===== src/rtl/ebc_cfg.svh =====
// external bus cycle sequencer: offsets, fields, reset values, timing counts
// assumes inclusion by bare name from the sequencer design file
`ifndef EBC_CFG_SVH
`define EBC_CFG_SVH
// avalon register offsets (word index, byte address = 4 * index)
`define EBC_REG_CTRL 4'h0
`define EBC_REG_TIMING0 4'h1
`define EBC_REG_TIMING1 4'h2
`define EBC_REG_ADDR 4'h3
`define EBC_REG_WDATA 4'h4
`define EBC_REG_CMD 4'h5
`define EBC_REG_STATUS 4'h6
`define EBC_REG_RDATA 4'h7
// ctrl fields
`define EBC_CTRL_MUX_BIT 0
`define EBC_CTRL_RDY_EN_BIT 1
`define EBC_CTRL_RDY_POL_BIT 2
`define EBC_CTRL_RDY_ASYNC_BIT 3
`define EBC_CTRL_RESET 32'h0000_0000
// timing config fields per chip select: ab[1:0] ext[3:2] c[5:4] d[6] e[11:7] f[13:12]
`define EBC_TIMING_RESET 14'h0F81
// phase limits in timing steps
`define EBC_AB_MIN 3'h1
`define EBC_E_MIN 6'h01
// read value of unmapped register offsets
`define EBC_UNMAPPED_READ 32'h0000_0000
`endif


===== src/rtl/ebc_pkg.sv =====
// types for the external bus cycle sequencer
// assumes the cfg header sits next to it in rtl/
package ebc_pkg;
  typedef enum logic [2:0] {
    ST_IDLE = 3'b000,
    ST_AB = 3'b001,
    ST_C = 3'b010,
    ST_D = 3'b011,
    ST_E = 3'b100,
    ST_RDY = 3'b101,
    ST_F = 3'b110
  } phase_t;
endpackage


===== src/rtl/ebc_sync.sv =====
// two flip-flop synchroniser for a single level
// assumes d comes from outside the mclk domain
`timescale 1ns/1ps
module ebc_sync (
  // clock and reset
  input wire logic mclk,
  input wire logic arst_n,
  // level in and synchronised level out
  input wire logic d,
  output logic q
);
  logic meta;

  // first stage feeds only the second
  always_ff @(posedge mclk or negedge arst_n) begin
    if (!arst_n) begin
      meta <= 1'b0;
      q <= 1'b0;
    end else begin
      meta <= d;
      q <= meta;
    end
  end
endmodule


===== src/rtl/ebc_sequencer.sv =====
// external bus cycle sequencer: five phase cycles on a mux or demultiplexed_mode parallel bus
// assumes an avalon-mm master on mclk; ready and read data arrive asynchronously
// Functional notes
// [RULE_01] five phases in order: ab, c, d, e, f
// [RULE_02] phase lengths from per-select timing config
// [RULE_03] c 0-3, d 0-1, e 1-32, f 0-3
// [RULE_04] ab 1-2 steps, plus 0-3 on window change
// [RULE_05] d phase: write setup or mux turnaround
// [RULE_06] hold keeps address and write data driven
// [RULE_07] ready input may stretch access phase
// [RULE_08] read data captured when strobe rises
// [RULE_09] demultiplexed_mode address change cannot corrupt read
// [RULE_10] partner may drop data after strobe rises
// [RULE_11] reference clock follows system clock rate; the code toggles it every mclk, so it runs at half that rate
// [RULE_12] demultiplexed_mode: 24-bit address, 16-bit data lines
// [RULE_13] mux: address then data on shared lines
// [RULE_14] ready polarity selectable
// [RULE_15] async ready adds synchroniser, one wait
// [RULE_16] inactive ready waits, active ready ends cycle
// [RULE_17] partner drops ready before next sample
// [RULE_18] mux: address latch strobe during ab
// [RULE_19] chip select held from ab through f
// [RULE_20] byte high enable and split write strobes
`timescale 1ns/1ps
`include "ebc_cfg.svh"
module ebc_sequencer (
  // clock and reset
  input wire logic mclk,
  input wire logic arst_n,
  // avalon-mm slave
  input wire logic [5:0] avs_address,
  input wire logic avs_read,
  input wire logic avs_write,
  input wire logic [31:0] avs_writedata,
  input wire logic [3:0] avs_byteenable,
  output logic [31:0] avs_readdata,
  output logic avs_waitrequest,
  // external bus outputs
  output logic bus_reference_clock_out,
  output logic [23:0] address_lines,
  output logic [15:0] data_lines_out,
  output logic data_lines_oe,
  output logic [15:0] shared_address_data_lines_out,
  output logic shared_address_data_lines_oe,
  output logic ale,
  output logic rd_n,
  output logic wr_lo_n,
  output logic wr_hi_n,
  output logic byte_high_enable_n,
  output logic [1:0] cs_n,
  // external bus inputs
  input wire logic [15:0] data_lines_in,
  input wire logic [15:0] shared_address_data_lines_in,
  input wire logic ready_in
);
  logic [31:0] ctrl;
  logic [13:0] timing [2];
  logic [23:0] addr_reg;
  logic [15:0] wdata_reg;
  logic [15:0] rdata_reg;
  logic busy;
  logic go;
  logic cmd_write, cmd_sel, cmd_hi, cmd_lo;
  logic [23:0] last_window;
  ebc_pkg::phase_t phase;
  logic [5:0] cnt;
  logic [13:0] tcfg;
  logic rdy_meta_q, rdy_sync, rdy_sync2;
  logic rdy_sample, rdy_active;
  logic [15:0] din;
  logic [31:0] din_q1, din_q2;

  // pick the config of the chip select in use
  assign tcfg = timing[cmd_sel]; // RULE_02
  assign rdy_sample = ctrl[`EBC_CTRL_RDY_ASYNC_BIT] ? rdy_sync2 : rdy_sync; // RULE_15
  assign rdy_active = rdy_sample ~^ ctrl[`EBC_CTRL_RDY_POL_BIT]; // RULE_14

  // ready: two stages for any pin, a third when used asynchronously
  ebc_sync u_rdy_sync (
    .mclk(mclk),
    .arst_n(arst_n),
    .d(ready_in),
    .q(rdy_sync)
  );
  assign rdy_meta_q = rdy_sync;

  always_ff @(posedge mclk or negedge arst_n) begin
    if (!arst_n) begin
      rdy_sync2 <= 1'b0;
    end else begin
      rdy_sync2 <= rdy_meta_q; // RULE_15
    end
  end

  // both data buses pass two flops before the mode select may look at them
  always_ff @(posedge mclk or negedge arst_n) begin
    if (!arst_n) begin
      din_q1 <= 32'h0000_0000;
      din_q2 <= 32'h0000_0000;
    end else begin
      din_q1 <= {shared_address_data_lines_in, data_lines_in};
      din_q2 <= din_q1;
    end
  end
  assign din = ctrl[`EBC_CTRL_MUX_BIT] ? din_q2[31:16] : din_q2[15:0];

  // reference clock: toggles at mclk rate, one period per two system periods
  always_ff @(posedge mclk or negedge arst_n) begin
    if (!arst_n) begin
      bus_reference_clock_out <= 1'b0;
    end else begin
      bus_reference_clock_out <= ~bus_reference_clock_out; // RULE_11
    end
  end

  // bus slave: low one cycle after the request; cmd writes stall while a cycle runs
  // registered so the pin stays glitch free; high while idle, which the bus allows
  always_ff @(posedge mclk or negedge arst_n) begin
    if (!arst_n) begin
      avs_waitrequest <= 1'b1;
    end else begin
      avs_waitrequest <= !((avs_read || avs_write) && avs_waitrequest && !(go || (busy &&
                         avs_write && avs_address[5:2] == `EBC_REG_CMD)));
    end
  end

  // configuration and command registers
  always_ff @(posedge mclk or negedge arst_n) begin
    if (!arst_n) begin
      ctrl <= `EBC_CTRL_RESET;
      timing[0] <= `EBC_TIMING_RESET;
      timing[1] <= `EBC_TIMING_RESET;
      addr_reg <= 24'h000000;
      wdata_reg <= 16'h0000;
      go <= 1'b0;
      cmd_write <= 1'b0;
      cmd_sel <= 1'b0;
      cmd_hi <= 1'b0;
      cmd_lo <= 1'b0;
    end else begin
      go <= 1'b0;
      if (avs_write && !avs_waitrequest) begin
        unique case (avs_address[5:2])
          `EBC_REG_CTRL: ctrl <= {28'h0000000, avs_writedata[3:0]};
          `EBC_REG_TIMING0: timing[0] <= avs_writedata[13:0];
          `EBC_REG_TIMING1: timing[1] <= avs_writedata[13:0];
          `EBC_REG_ADDR: addr_reg <= avs_writedata[23:0];
          `EBC_REG_WDATA: wdata_reg <= avs_writedata[15:0];
          `EBC_REG_CMD: begin
            // bit0 write, bit1 select, bit2 low byte, bit3 high byte
            go <= 1'b1;
            cmd_write <= avs_writedata[0];
            cmd_sel <= avs_writedata[1];
            cmd_lo <= avs_writedata[2];
            cmd_hi <= avs_writedata[3];
          end
          default: ;
        endcase
      end
    end
  end

  // register read mux
  always_ff @(posedge mclk or negedge arst_n) begin
    if (!arst_n) begin
      avs_readdata <= 32'h0000_0000;
    end else if (avs_read) begin
      unique case (avs_address[5:2])
        `EBC_REG_CTRL: avs_readdata <= ctrl;
        `EBC_REG_TIMING0: avs_readdata <= {18'h00000, timing[0]};
        `EBC_REG_TIMING1: avs_readdata <= {18'h00000, timing[1]};
        `EBC_REG_ADDR: avs_readdata <= {8'h00, addr_reg};
        `EBC_REG_WDATA: avs_readdata <= {16'h0000, wdata_reg};
        `EBC_REG_STATUS: avs_readdata <= {28'h0000000, 1'b0, phase};
        `EBC_REG_RDATA: avs_readdata <= {16'h0000, rdata_reg};
        default: avs_readdata <= `EBC_UNMAPPED_READ;
      endcase
    end
  end

  // phase sequencer
  always_ff @(posedge mclk or negedge arst_n) begin
    if (!arst_n) begin
      phase <= ebc_pkg::ST_IDLE;
      cnt <= 6'h00;
      busy <= 1'b0;
      last_window <= 24'h000000;
    end else begin
      unique case (phase)
        ebc_pkg::ST_IDLE: begin
          if (go) begin
            busy <= 1'b1;
            phase <= ebc_pkg::ST_AB; // RULE_01
            last_window <= {addr_reg[23:16], 15'h0000, cmd_sel};
            // 1-2 base steps, plus 0-3 when the window moves
            cnt <= {4'h0, tcfg[1:0] == 2'h0 ? 2'h1 : (tcfg[1:0] > 2'h2 ? 2'h2 : tcfg[1:0])}
                   + ((last_window != {addr_reg[23:16], 15'h0000, cmd_sel}) ?
                      {4'h0, tcfg[3:2]} : 6'h00); // RULE_04 RULE_03
          end
        end
        ebc_pkg::ST_AB: begin
          if (cnt > 6'h01) cnt <= cnt - 6'h01;
          else if (tcfg[5:4] != 2'h0) begin
            phase <= ebc_pkg::ST_C;
            cnt <= {4'h0, tcfg[5:4]}; // RULE_03
          end else if (tcfg[6] || ctrl[`EBC_CTRL_MUX_BIT]) begin
            phase <= ebc_pkg::ST_D;
            cnt <= 6'h01;
          end else begin
            phase <= ebc_pkg::ST_E;
            cnt <= {1'b0, tcfg[11:7]} + 6'h01; // RULE_03
          end
        end
        ebc_pkg::ST_C: begin
          if (cnt > 6'h01) cnt <= cnt - 6'h01;
          else if (tcfg[6] || ctrl[`EBC_CTRL_MUX_BIT]) begin
            phase <= ebc_pkg::ST_D;
            cnt <= 6'h01;
          end else begin
            phase <= ebc_pkg::ST_E;
            cnt <= {1'b0, tcfg[11:7]} + 6'h01;
          end
        end
        ebc_pkg::ST_D: begin
          phase <= ebc_pkg::ST_E; // RULE_05
          cnt <= {1'b0, tcfg[11:7]} + 6'h01;
        end
        ebc_pkg::ST_E: begin
          if (cnt > 6'h01) cnt <= cnt - 6'h01;
          else if (ctrl[`EBC_CTRL_RDY_EN_BIT] && !rdy_active) phase <= ebc_pkg::ST_RDY; // RULE_07
          else if (tcfg[13:12] != 2'h0) begin
            phase <= ebc_pkg::ST_F;
            cnt <= {4'h0, tcfg[13:12]};
          end else begin
            phase <= ebc_pkg::ST_IDLE;
            busy <= 1'b0;
          end
        end
        ebc_pkg::ST_RDY: begin
          // each inactive sample adds one wait state
          if (rdy_active) begin // RULE_16
            if (tcfg[13:12] != 2'h0) begin
              phase <= ebc_pkg::ST_F;
              cnt <= {4'h0, tcfg[13:12]};
            end else begin
              phase <= ebc_pkg::ST_IDLE;
              busy <= 1'b0;
            end
          end
        end
        ebc_pkg::ST_F: begin
          if (cnt > 6'h01) cnt <= cnt - 6'h01;
          else begin
            phase <= ebc_pkg::ST_IDLE; // RULE_06
            busy <= 1'b0;
          end
        end
        default: phase <= ebc_pkg::ST_IDLE;
      endcase
    end
  end

  // read data taken on the edge that ends the access phase; address change after
  // that edge cannot reach the captured word
  always_ff @(posedge mclk or negedge arst_n) begin
    if (!arst_n) begin
      rdata_reg <= 16'h0000;
    end else if (!cmd_write && !rd_n && (phase == ebc_pkg::ST_E || phase == ebc_pkg::ST_RDY) &&
                 !(phase == ebc_pkg::ST_E && cnt > 6'h01) &&
                 (!ctrl[`EBC_CTRL_RDY_EN_BIT] || rdy_active)) begin
      rdata_reg <= din; // RULE_08 RULE_09 RULE_10
    end
  end

  // pin drivers, all registered from the next phase
  always_ff @(posedge mclk or negedge arst_n) begin
    if (!arst_n) begin
      address_lines <= 24'h000000;
      data_lines_out <= 16'h0000;
      data_lines_oe <= 1'b0;
      shared_address_data_lines_out <= 16'h0000;
      shared_address_data_lines_oe <= 1'b0;
      ale <= 1'b0;
      rd_n <= 1'b1;
      wr_lo_n <= 1'b1;
      wr_hi_n <= 1'b1;
      byte_high_enable_n <= 1'b1;
      cs_n <= 2'h3;
    end else begin
      if (phase == ebc_pkg::ST_IDLE && go) begin
        address_lines <= addr_reg; // RULE_12
        shared_address_data_lines_out <= addr_reg[15:0]; // RULE_13
        shared_address_data_lines_oe <= ctrl[`EBC_CTRL_MUX_BIT];
        ale <= ctrl[`EBC_CTRL_MUX_BIT]; // RULE_18
        cs_n <= cmd_sel ? 2'h1 : 2'h2; // RULE_19
        byte_high_enable_n <= !cmd_hi; // RULE_20
        data_lines_out <= wdata_reg;
        data_lines_oe <= cmd_write && !ctrl[`EBC_CTRL_MUX_BIT]; // RULE_12
      end else if (phase == ebc_pkg::ST_AB && cnt <= 6'h01) begin
        ale <= 1'b0;
        // mux: release lines for reads, switch to write data for writes
        shared_address_data_lines_oe <= ctrl[`EBC_CTRL_MUX_BIT] && cmd_write; // RULE_05
        shared_address_data_lines_out <= wdata_reg; // RULE_13
        if (tcfg[5:4] == 2'h0 && !tcfg[6] && !ctrl[`EBC_CTRL_MUX_BIT]) begin
          rd_n <= cmd_write;
          wr_lo_n <= !(cmd_write && cmd_lo); // RULE_20
          wr_hi_n <= !(cmd_write && cmd_hi);
        end
      end else if ((phase == ebc_pkg::ST_C && cnt <= 6'h01 && !tcfg[6] &&
                    !ctrl[`EBC_CTRL_MUX_BIT]) || phase == ebc_pkg::ST_D) begin
        rd_n <= cmd_write;
        wr_lo_n <= !(cmd_write && cmd_lo);
        wr_hi_n <= !(cmd_write && cmd_hi);
      end else if ((phase == ebc_pkg::ST_E && cnt <= 6'h01 &&
                    !(ctrl[`EBC_CTRL_RDY_EN_BIT] && !rdy_active)) ||
                   (phase == ebc_pkg::ST_RDY && rdy_active)) begin
        // command ends; address and write data stay for the hold phase
        rd_n <= 1'b1; // RULE_08
        wr_lo_n <= 1'b1;
        wr_hi_n <= 1'b1;
        if (tcfg[13:12] == 2'h0) begin
          cs_n <= 2'h3;
          data_lines_oe <= 1'b0;
          shared_address_data_lines_oe <= 1'b0;
          byte_high_enable_n <= 1'b1;
        end
      end else if (phase == ebc_pkg::ST_F && cnt <= 6'h01) begin
        cs_n <= 2'h3; // RULE_06 RULE_19
        data_lines_oe <= 1'b0;
        shared_address_data_lines_oe <= 1'b0;
        byte_high_enable_n <= 1'b1;
      end
    end
  end
endmodule


===== config.mk =====
export PLATFORM = sky130hd
export DESIGN_NAME = ebc_sequencer
export DESIGN_NICKNAME = d
export VERILOG_FILES = /design/src/rtl/ebc_pkg.sv /design/src/rtl/ebc_sync.sv /design/src/rtl/ebc_sequencer.sv
export VERILOG_INCLUDE_DIRS = /design/src /design/src/rtl
export SDC_FILE = /design/constraint.sdc
export NUM_CORES = 1
export LEC_CHECK = 0
export BUFFER_PORTS_ARGS = -buffer_cell sky130_fd_sc_hd__buf_2
export CORE_AREA = 2 2 277 170
export DETAILED_ROUTE_END_ITERATION = 7
export DIE_AREA = 0 0 279 172
export HOLD_SLACK_MARGIN = 0.1
export PLACE_DENSITY = 0.48
export RECOVER_POWER = 25
export REMOVE_ABC_BUFFERS = 1
export SYNTH_ARGS = -nofsm -noshare
export SYNTH_HDL_FRONTEND = slang
export SYNTH_SLANG_ARGS = --single-unit

===== constraint.sdc =====
create_clock -name mclk -period 3.3 [get_ports mclk]
set_clock_uncertainty 0.1 [all_clocks]
set_input_delay 0.66 -clock mclk [delete_from_list [all_inputs] [get_ports mclk]]
set_output_delay 0.66 -clock mclk [all_outputs]
set_load 0.005 [all_outputs]

Yosys cells after proc, flatten, opt, wreduce, memory -nomap -nowiden
Cells that the tools add are included.
{ "word_totals": {"register_bits": 278, "in_bits": 79, "out_inout_bits": 99} }
{ "classes": {"addsub": 3, "order_cmp": 4, "eq_ne": 29, "muxes": 75, "bitwise_logic": 4, "n_reduce_logical": 73} }
{ "op_table": {"columns": ["cell", "n"], "rows": [
  ["24-bit one-hot mux with 7 select lines", 1],
  ["6-bit 2-to-1 mux", 10],
  ["16-bit 2-to-1 mux", 3],
  ["14-bit 2-to-1 mux", 3],
  ["6-bit one-hot mux with 7 select lines", 1],
  ["1-bit 2-to-1 mux", 35],
  ["3-bit 2-to-1 mux", 10],
  ["1-bit logical AND", 26],
  ["3-bit one-hot mux with 7 select lines", 1],
  ["2-bit 2-to-1 mux", 10],
  ["2-bit inequality test (second input constant)", 10],
  ["4-bit by 3-bit == test with 1-bit output (second input constant)", 4],
  ["1-bit logical NOT", 14],
  ["2-bit AND reduction", 7],
  ["6-bit AND reduction", 2],
  ["3-bit == test (second input constant)", 3],
  ["9-bit inequality test", 1],
  ["4-bit by 2-bit == test with 1-bit output (second input constant)", 2],
  ["4-bit nonzero test", 2],
  ["1-bit logical OR", 7],
  ["7-bit nonzero test", 1],
  ["5-bit by 1-bit adder with 6-bit output (second input constant)", 1],
  ["3-bit by 2-bit == test with 1-bit output (second input constant)", 2],
  ["6-bit by 1-bit > comparator with 1-bit output (second input constant)", 1],
  ["other kinds (23)", 31]
]} }

Logic depth before layout (Yosys ltp)
{ "logic_depth": {"word_depth": 11, "depth_mapped": 11, "ltp_nobuf": 9} }

Hierarchy
Synthesis repeated with hierarchy kept, for this count alone.
{ "hier_totals": {"cells_unflattened": 984, "hier_area_um2": 11253.3} }
{ "modules_own_cells": {"columns": ["mod", "instances", "cells_each", "area_per_inst_um2"], "rows": [
  ["ebc_sequencer", 1, 982, 11203.2],
  ["ebc_sync", 1, 2, 50.0]
]} }

Least setup slack after synthesis
No wires, ideal clock.
{ "synth_path": {"path_type": "reg-to-reg", "from": "register cmd_sel", "to": "register cnt[1]", "setup_time_ns": 0.082, "arrival_ns": 2.701, "t_required_ns": 3.118, "path_slack_ns": 0.417, "path_stages_with_launch": 12, "path_buffers": 2, "synth_period_minus_slack_ns": 2.883, "cell_sequence": "dfrtp_1 -> clkbuf_1 -> clkbuf_1 -> xnor2_1 -> nand4_1 -> nor4_1 -> nor2_1 -> ha_1 -> fa_1 -> nor2_1 -> mux2_2 -> a31oi_1"} }
{ "synth_between": {"elab_chain_cells": 10, "word_cells_on_any_way": 25, "cone_classes": "add/sub (2); order compare (1); eq/ne (1); mux (16); bitwise (1); reduce/logical (4)"} }
{ "synth_rtl": {"columns": ["element", "line_no", "source"], "rows": [
  ["from (decl)", "ebc_sequencer.sv:63", "logic cmd_write, cmd_sel, cmd_hi, cmd_lo;"],
  ["from (signal assigned)", "ebc_sequencer.sv:153", "cmd_sel <= avs_writedata[1];"],
  ["1-bit NOT with 2-bit output (not written as such)", "ebc_sequencer.sv:74", "assign tcfg = timing[cmd_sel];"],
  ["14-bit 2-to-1 mux (not written as such) (3 in a row)", "ebc_sequencer.sv:74", null],
  ["2-bit > comparator", "ebc_sequencer.sv:196", "cnt <= {4'h0, tcfg[1:0] == 2'h0 ? 2'h1 : (tcfg[1:0] > 2'h2 ? 2'h2 : tcfg[1:0])}"],
  ["2-bit 2-to-1 mux (2 in a row)", "ebc_sequencer.sv:196", null],
  ["2-bit by 2-bit adder with 3-bit output", "ebc_sequencer.sv:197", "+ ((last_window != {addr_reg[23:16], 15'h0000, cmd_sel}) ?"],
  ["6-bit 2-to-1 mux", "ebc_sequencer.sv:191", "if (go) begin"],
  ["6-bit one-hot mux with 7 select lines (*)", "ebc_sequencer.sv:189", "unique case (phase)"],
  ["to (signal assigned)", "ebc_sequencer.sv:196", null],
  ["to (signal assigned)", "ebc_sequencer.sv:202", "if (cnt > 6'h01) cnt <= cnt - 6'h01;"],
  ["to (signal assigned)", "ebc_sequencer.sv:205", "cnt <= {4'h0, tcfg[5:4]};"],
  ["to (decl)", "ebc_sequencer.sv:66", "logic [5:0] cnt;"]
]} }
Every way passes the cells marked *; elsewhere a longest branch is shown, timed or not. The select of a mux whose other input is x is not followed.
A chain may end at the register's enable or synchronous reset.

Worst setup path in the final report
{ "layout_path": {"from": "register cnt[0]", "to": "register cnt[5]"} }
{ "layout_between": {"elab_chain_cells": 3, "word_cells_on_any_way": 10, "cone_classes": "add/sub (1); order compare (1); eq/ne (2); mux (5); reduce/logical (1)"} }
{ "layout_rtl": {"columns": ["element", "line_no", "source"], "rows": [
  ["6-bit by 1-bit subtractor with 6-bit output or 6-bit by 1-bit > comparator with 1-bit output (tied branches)", null, null],
  ["6-bit 2-to-1 mux, or another cell as far along", "ebc_sequencer.sv:252", "if (cnt > 6'h01) cnt <= cnt - 6'h01;"],
  ["6-bit one-hot mux with 7 select lines or 5-bit AND reduction (tied branches)", null, null]
]} }
Several ways; a longest one is shown, not always the timed one. The select of a mux whose other input is x is not followed.

==> results by group <==
Status
  • Outcome: finished with violations
  • Violated checks: DRC, capacitance limit, slew limit

Clocking
  • Clk pin slew, worst setup/hold paths: 0.07 ns
  • Clock Latency Late Sink: 0.56 ns
  • Clock Path Buffers: 3
  • Clock Root Buffer: clkbuf_16
  • CTS Hold Bufs: 31
  • Clk sink count: 262
  • CTS Buf Count: 26
  • H-tree level count: 1
  • CTS tree: built
  • Cts repair resizes: 0
  • Post-CTS setup repair buffer count: 0

Worst setup path
  • WP data arrival: 3.02 ns
  • Reg2Reg Setup Slack: 0.66 ns
  • Crit Path Class: reg -> reg
  • R2R cell count: 8
  • Crit Path Max Fanout: 9
  • CP endpoint kind: flip-flop
  • Startpoint Class: flip-flop
  • Reg-to-Reg End: cnt[5]$_DFFE_PN0P_
  • WP data required: 3.68 ns
  • Worst r2r src: cnt[0]$_DFFE_PN0P_

Min path
  • Worst Hold Class: in -> reg
  • Worst Hold Path EP: u_rdy_sync.meta$_DFF_PN0_
  • WHS Path Cells: 1
  • Hold_sp: ready_in

Yosys
  • Cells after synthesis: 984
  • Ranking of synthesized cells by area: dfrtp_1 (54%), mux2_2 (7.5%), nand2_1 (5.3%)
  • Post-synth EDFFs: 0
  • Syn. warnings: 0
  • Syn Std Cell Area: 0.01125 sq mm
  • Distinct cells, synth: 76
  • Share of the synthesized area in the top cell type: 54.04%
  • Yosys reg bits: 262
  • Sequential-to-total area share from yosys stat: 58.47%
  • Top_reg_cell synth: dfrtp_1
  • Cell accounting for the most synthesized area: dfrtp_1
  • Synth Area per Inst: 11.44 sq um
  • Asr flop ratio synth: 100.0%

Layout
  • Commonest non-fill, non-tap cell in the layout: dfrtp_1
  • Layout cell share with drive strength beyond 1: 28.93%
  • Most frequent cells in the layout: dfrtp_1 (243), nand2_1 (159), buf_2 (150)
  • Final Net Count: 1260
  • Post-route design area: 0.01408 sq mm
  • Fin util: 30.90%
  • Area growth, synth to finish: 25.12%
  • Top flop regs: din_q1 (32), din_q2 (32), timing (28)

Die
  • DIE AREA: 0.04799 sq mm
  • Die span in y: 172 um
  • Initial core utilization: 24.70%
  • Die width: 279 um
  • Rows: 61
  • Num ports: 178
  • Core area: 0.04557 sq mm

Detailed routing
  • DRC violations left: 2
  • Vias: 8247
  • Starting DRT DRC Count: 658
  • Post-Route WL: 34.36 mm
  • Post-DR vias/cell: 4.592
  • Post-route ant nets: 0
  • Drt wl/cell: 19.13 um
  • DRT Pass-1 Iters: 8

Timing
  • TNS Setup: 0 ns
  • Period utilization: 80.03%
  • Relative slew slack: -37.02%
  • Pins Over Slew Limit: 71
  • RSZ-0062 raised after global routing: false
  • Fin crit period: 2.641 ns
  • Endpoints failing setup: 0
  • Worst-margin pin slew: 2.055 ns
  • Fmax: 378.6 MHz
  • Setup ws final: 0.6589 ns
  • Final Hold Viols: 0

Power
  • Total power: 10.51 mW
  • Power per cell area: 746.8 mW/mm^2
  • Static leakage: 6.604 nW
  • VDD IR max: 355.1 uV

Global routing
  • Tot GR Track Use: 14.31%
  • Largest net degree at the start of global routing: 73
  • First-pass GRT wire length: 52.18 mm
  • Total grt overflow: 0
  • Number of global-route vias before repair: 8328
  • Initial antenna violation count: 5

Placed design
  • Placed cell areas: 0.01281 sq mm
  • IO buf count: 155
  • Final GP Congestion: 0.8559
  • Pre-CTS setup slack: 0.6983 ns
  • Post-DP HPWL: 24.56 mm

Run
  • Max Cap Violations: 1
-- metal layers --
layer | global-route usage (%) | share of wire, % | up-vias
met2 | 20.97 | 41 | 232
met5 | 0 | 0.070 | -
met4 | 1.847 | 1.2 | 4
met1 | 21.46 | 50 | 4127
met3 | 3.797 | 7.1 | 44
li1 | - | - | 3840
-- how the worst max path moves through the flow --
stage,cells past startpoint,start,to
final,8,cnt[0]$_DFFE_PN0P_,cnt[5]$_DFFE_PN0P_
after CTS,5,cnt[2]$_DFFE_PN0P_,cnt[0]$_DFFE_PN0P_
after global placement,5,cnt[2]$_DFFE_PN0P_,cnt[0]$_DFFE_PN0P_
after detailed placement,5,cnt[2]$_DFFE_PN0P_,cnt[0]$_DFFE_PN0P_
after floorplan,2,phase[2]$_DFFE_PN0P_,shared_address_data_lines_out[0]$_DFFE_PN0N_
after global routing,3,arst_n,timing[2]$_DFFE_PN0P_
-- kinds of logic after synthesis --
logic type	after synthesis	share of synthesized area, %
multiplexers	121	11.60
buffers and inverters	109	4.370
XOR/XNOR	15	1.167
adder cells (fa/ha/maj)	5	0.6227
flip-flops	262	58.47
other	1	0.03332
AO/OA/AOI/OAI	187	11.76
AND/OR/NAND/NOR	284	11.97
-- cells in the mapped netlist (all sizes together) (8+ instances only) --
library cell,n
dfrtp,243
inv,41
nand3,17
a21oi,38
mux2i,46
a222oi,13
dfstp,19
buf,28
nor2b,9
xnor2,10
nor3,11
nand2,159
nor4,8
mux2,75
o22ai,9
clkbuf,40
nor2,39
a21o,10
o21ai,50
a22oi,17
-- power breakdown --
part | switching [mW] | internal (mW)
Combinational | 1.53 | 1.17
Sequential | 0.624 | 3.88
Clock | 1.33 | 1.98
-- layout make-up --
type                    count  area (sq um)
fillers                  4686         31490
inverters                  41         153.9
clock inverters            15         226.5
well taps                 598         748.2
clock buffers              33         737.0
diodes                      2         5.005
multi-input cells         620          4228
repair buffers            225          1401
flip-flops and latches    262          6580
-- worst max-delay path, cell delays in order, from the launching register on --
cell	delay (ns)
dfrtp_1	0.50
inv_1	0.14
ha_1	0.29
nor2_1	0.31
buf_4	0.29
o41ai_2	0.10
a21oi_1	0.49
o21ai_1	0.17
a21oi_1	0.16
-- metrics by stage --
step                hold slack, ns  cells
detailed placement          0.2347   1713
floorplan                   0.2312    923
global placement            0.2343   1713
global route                0.1142   1794
CTS                         0.1000   1792
finish                      0.1377   1796
No activity file was read; power rests on OpenSTA's default activity.
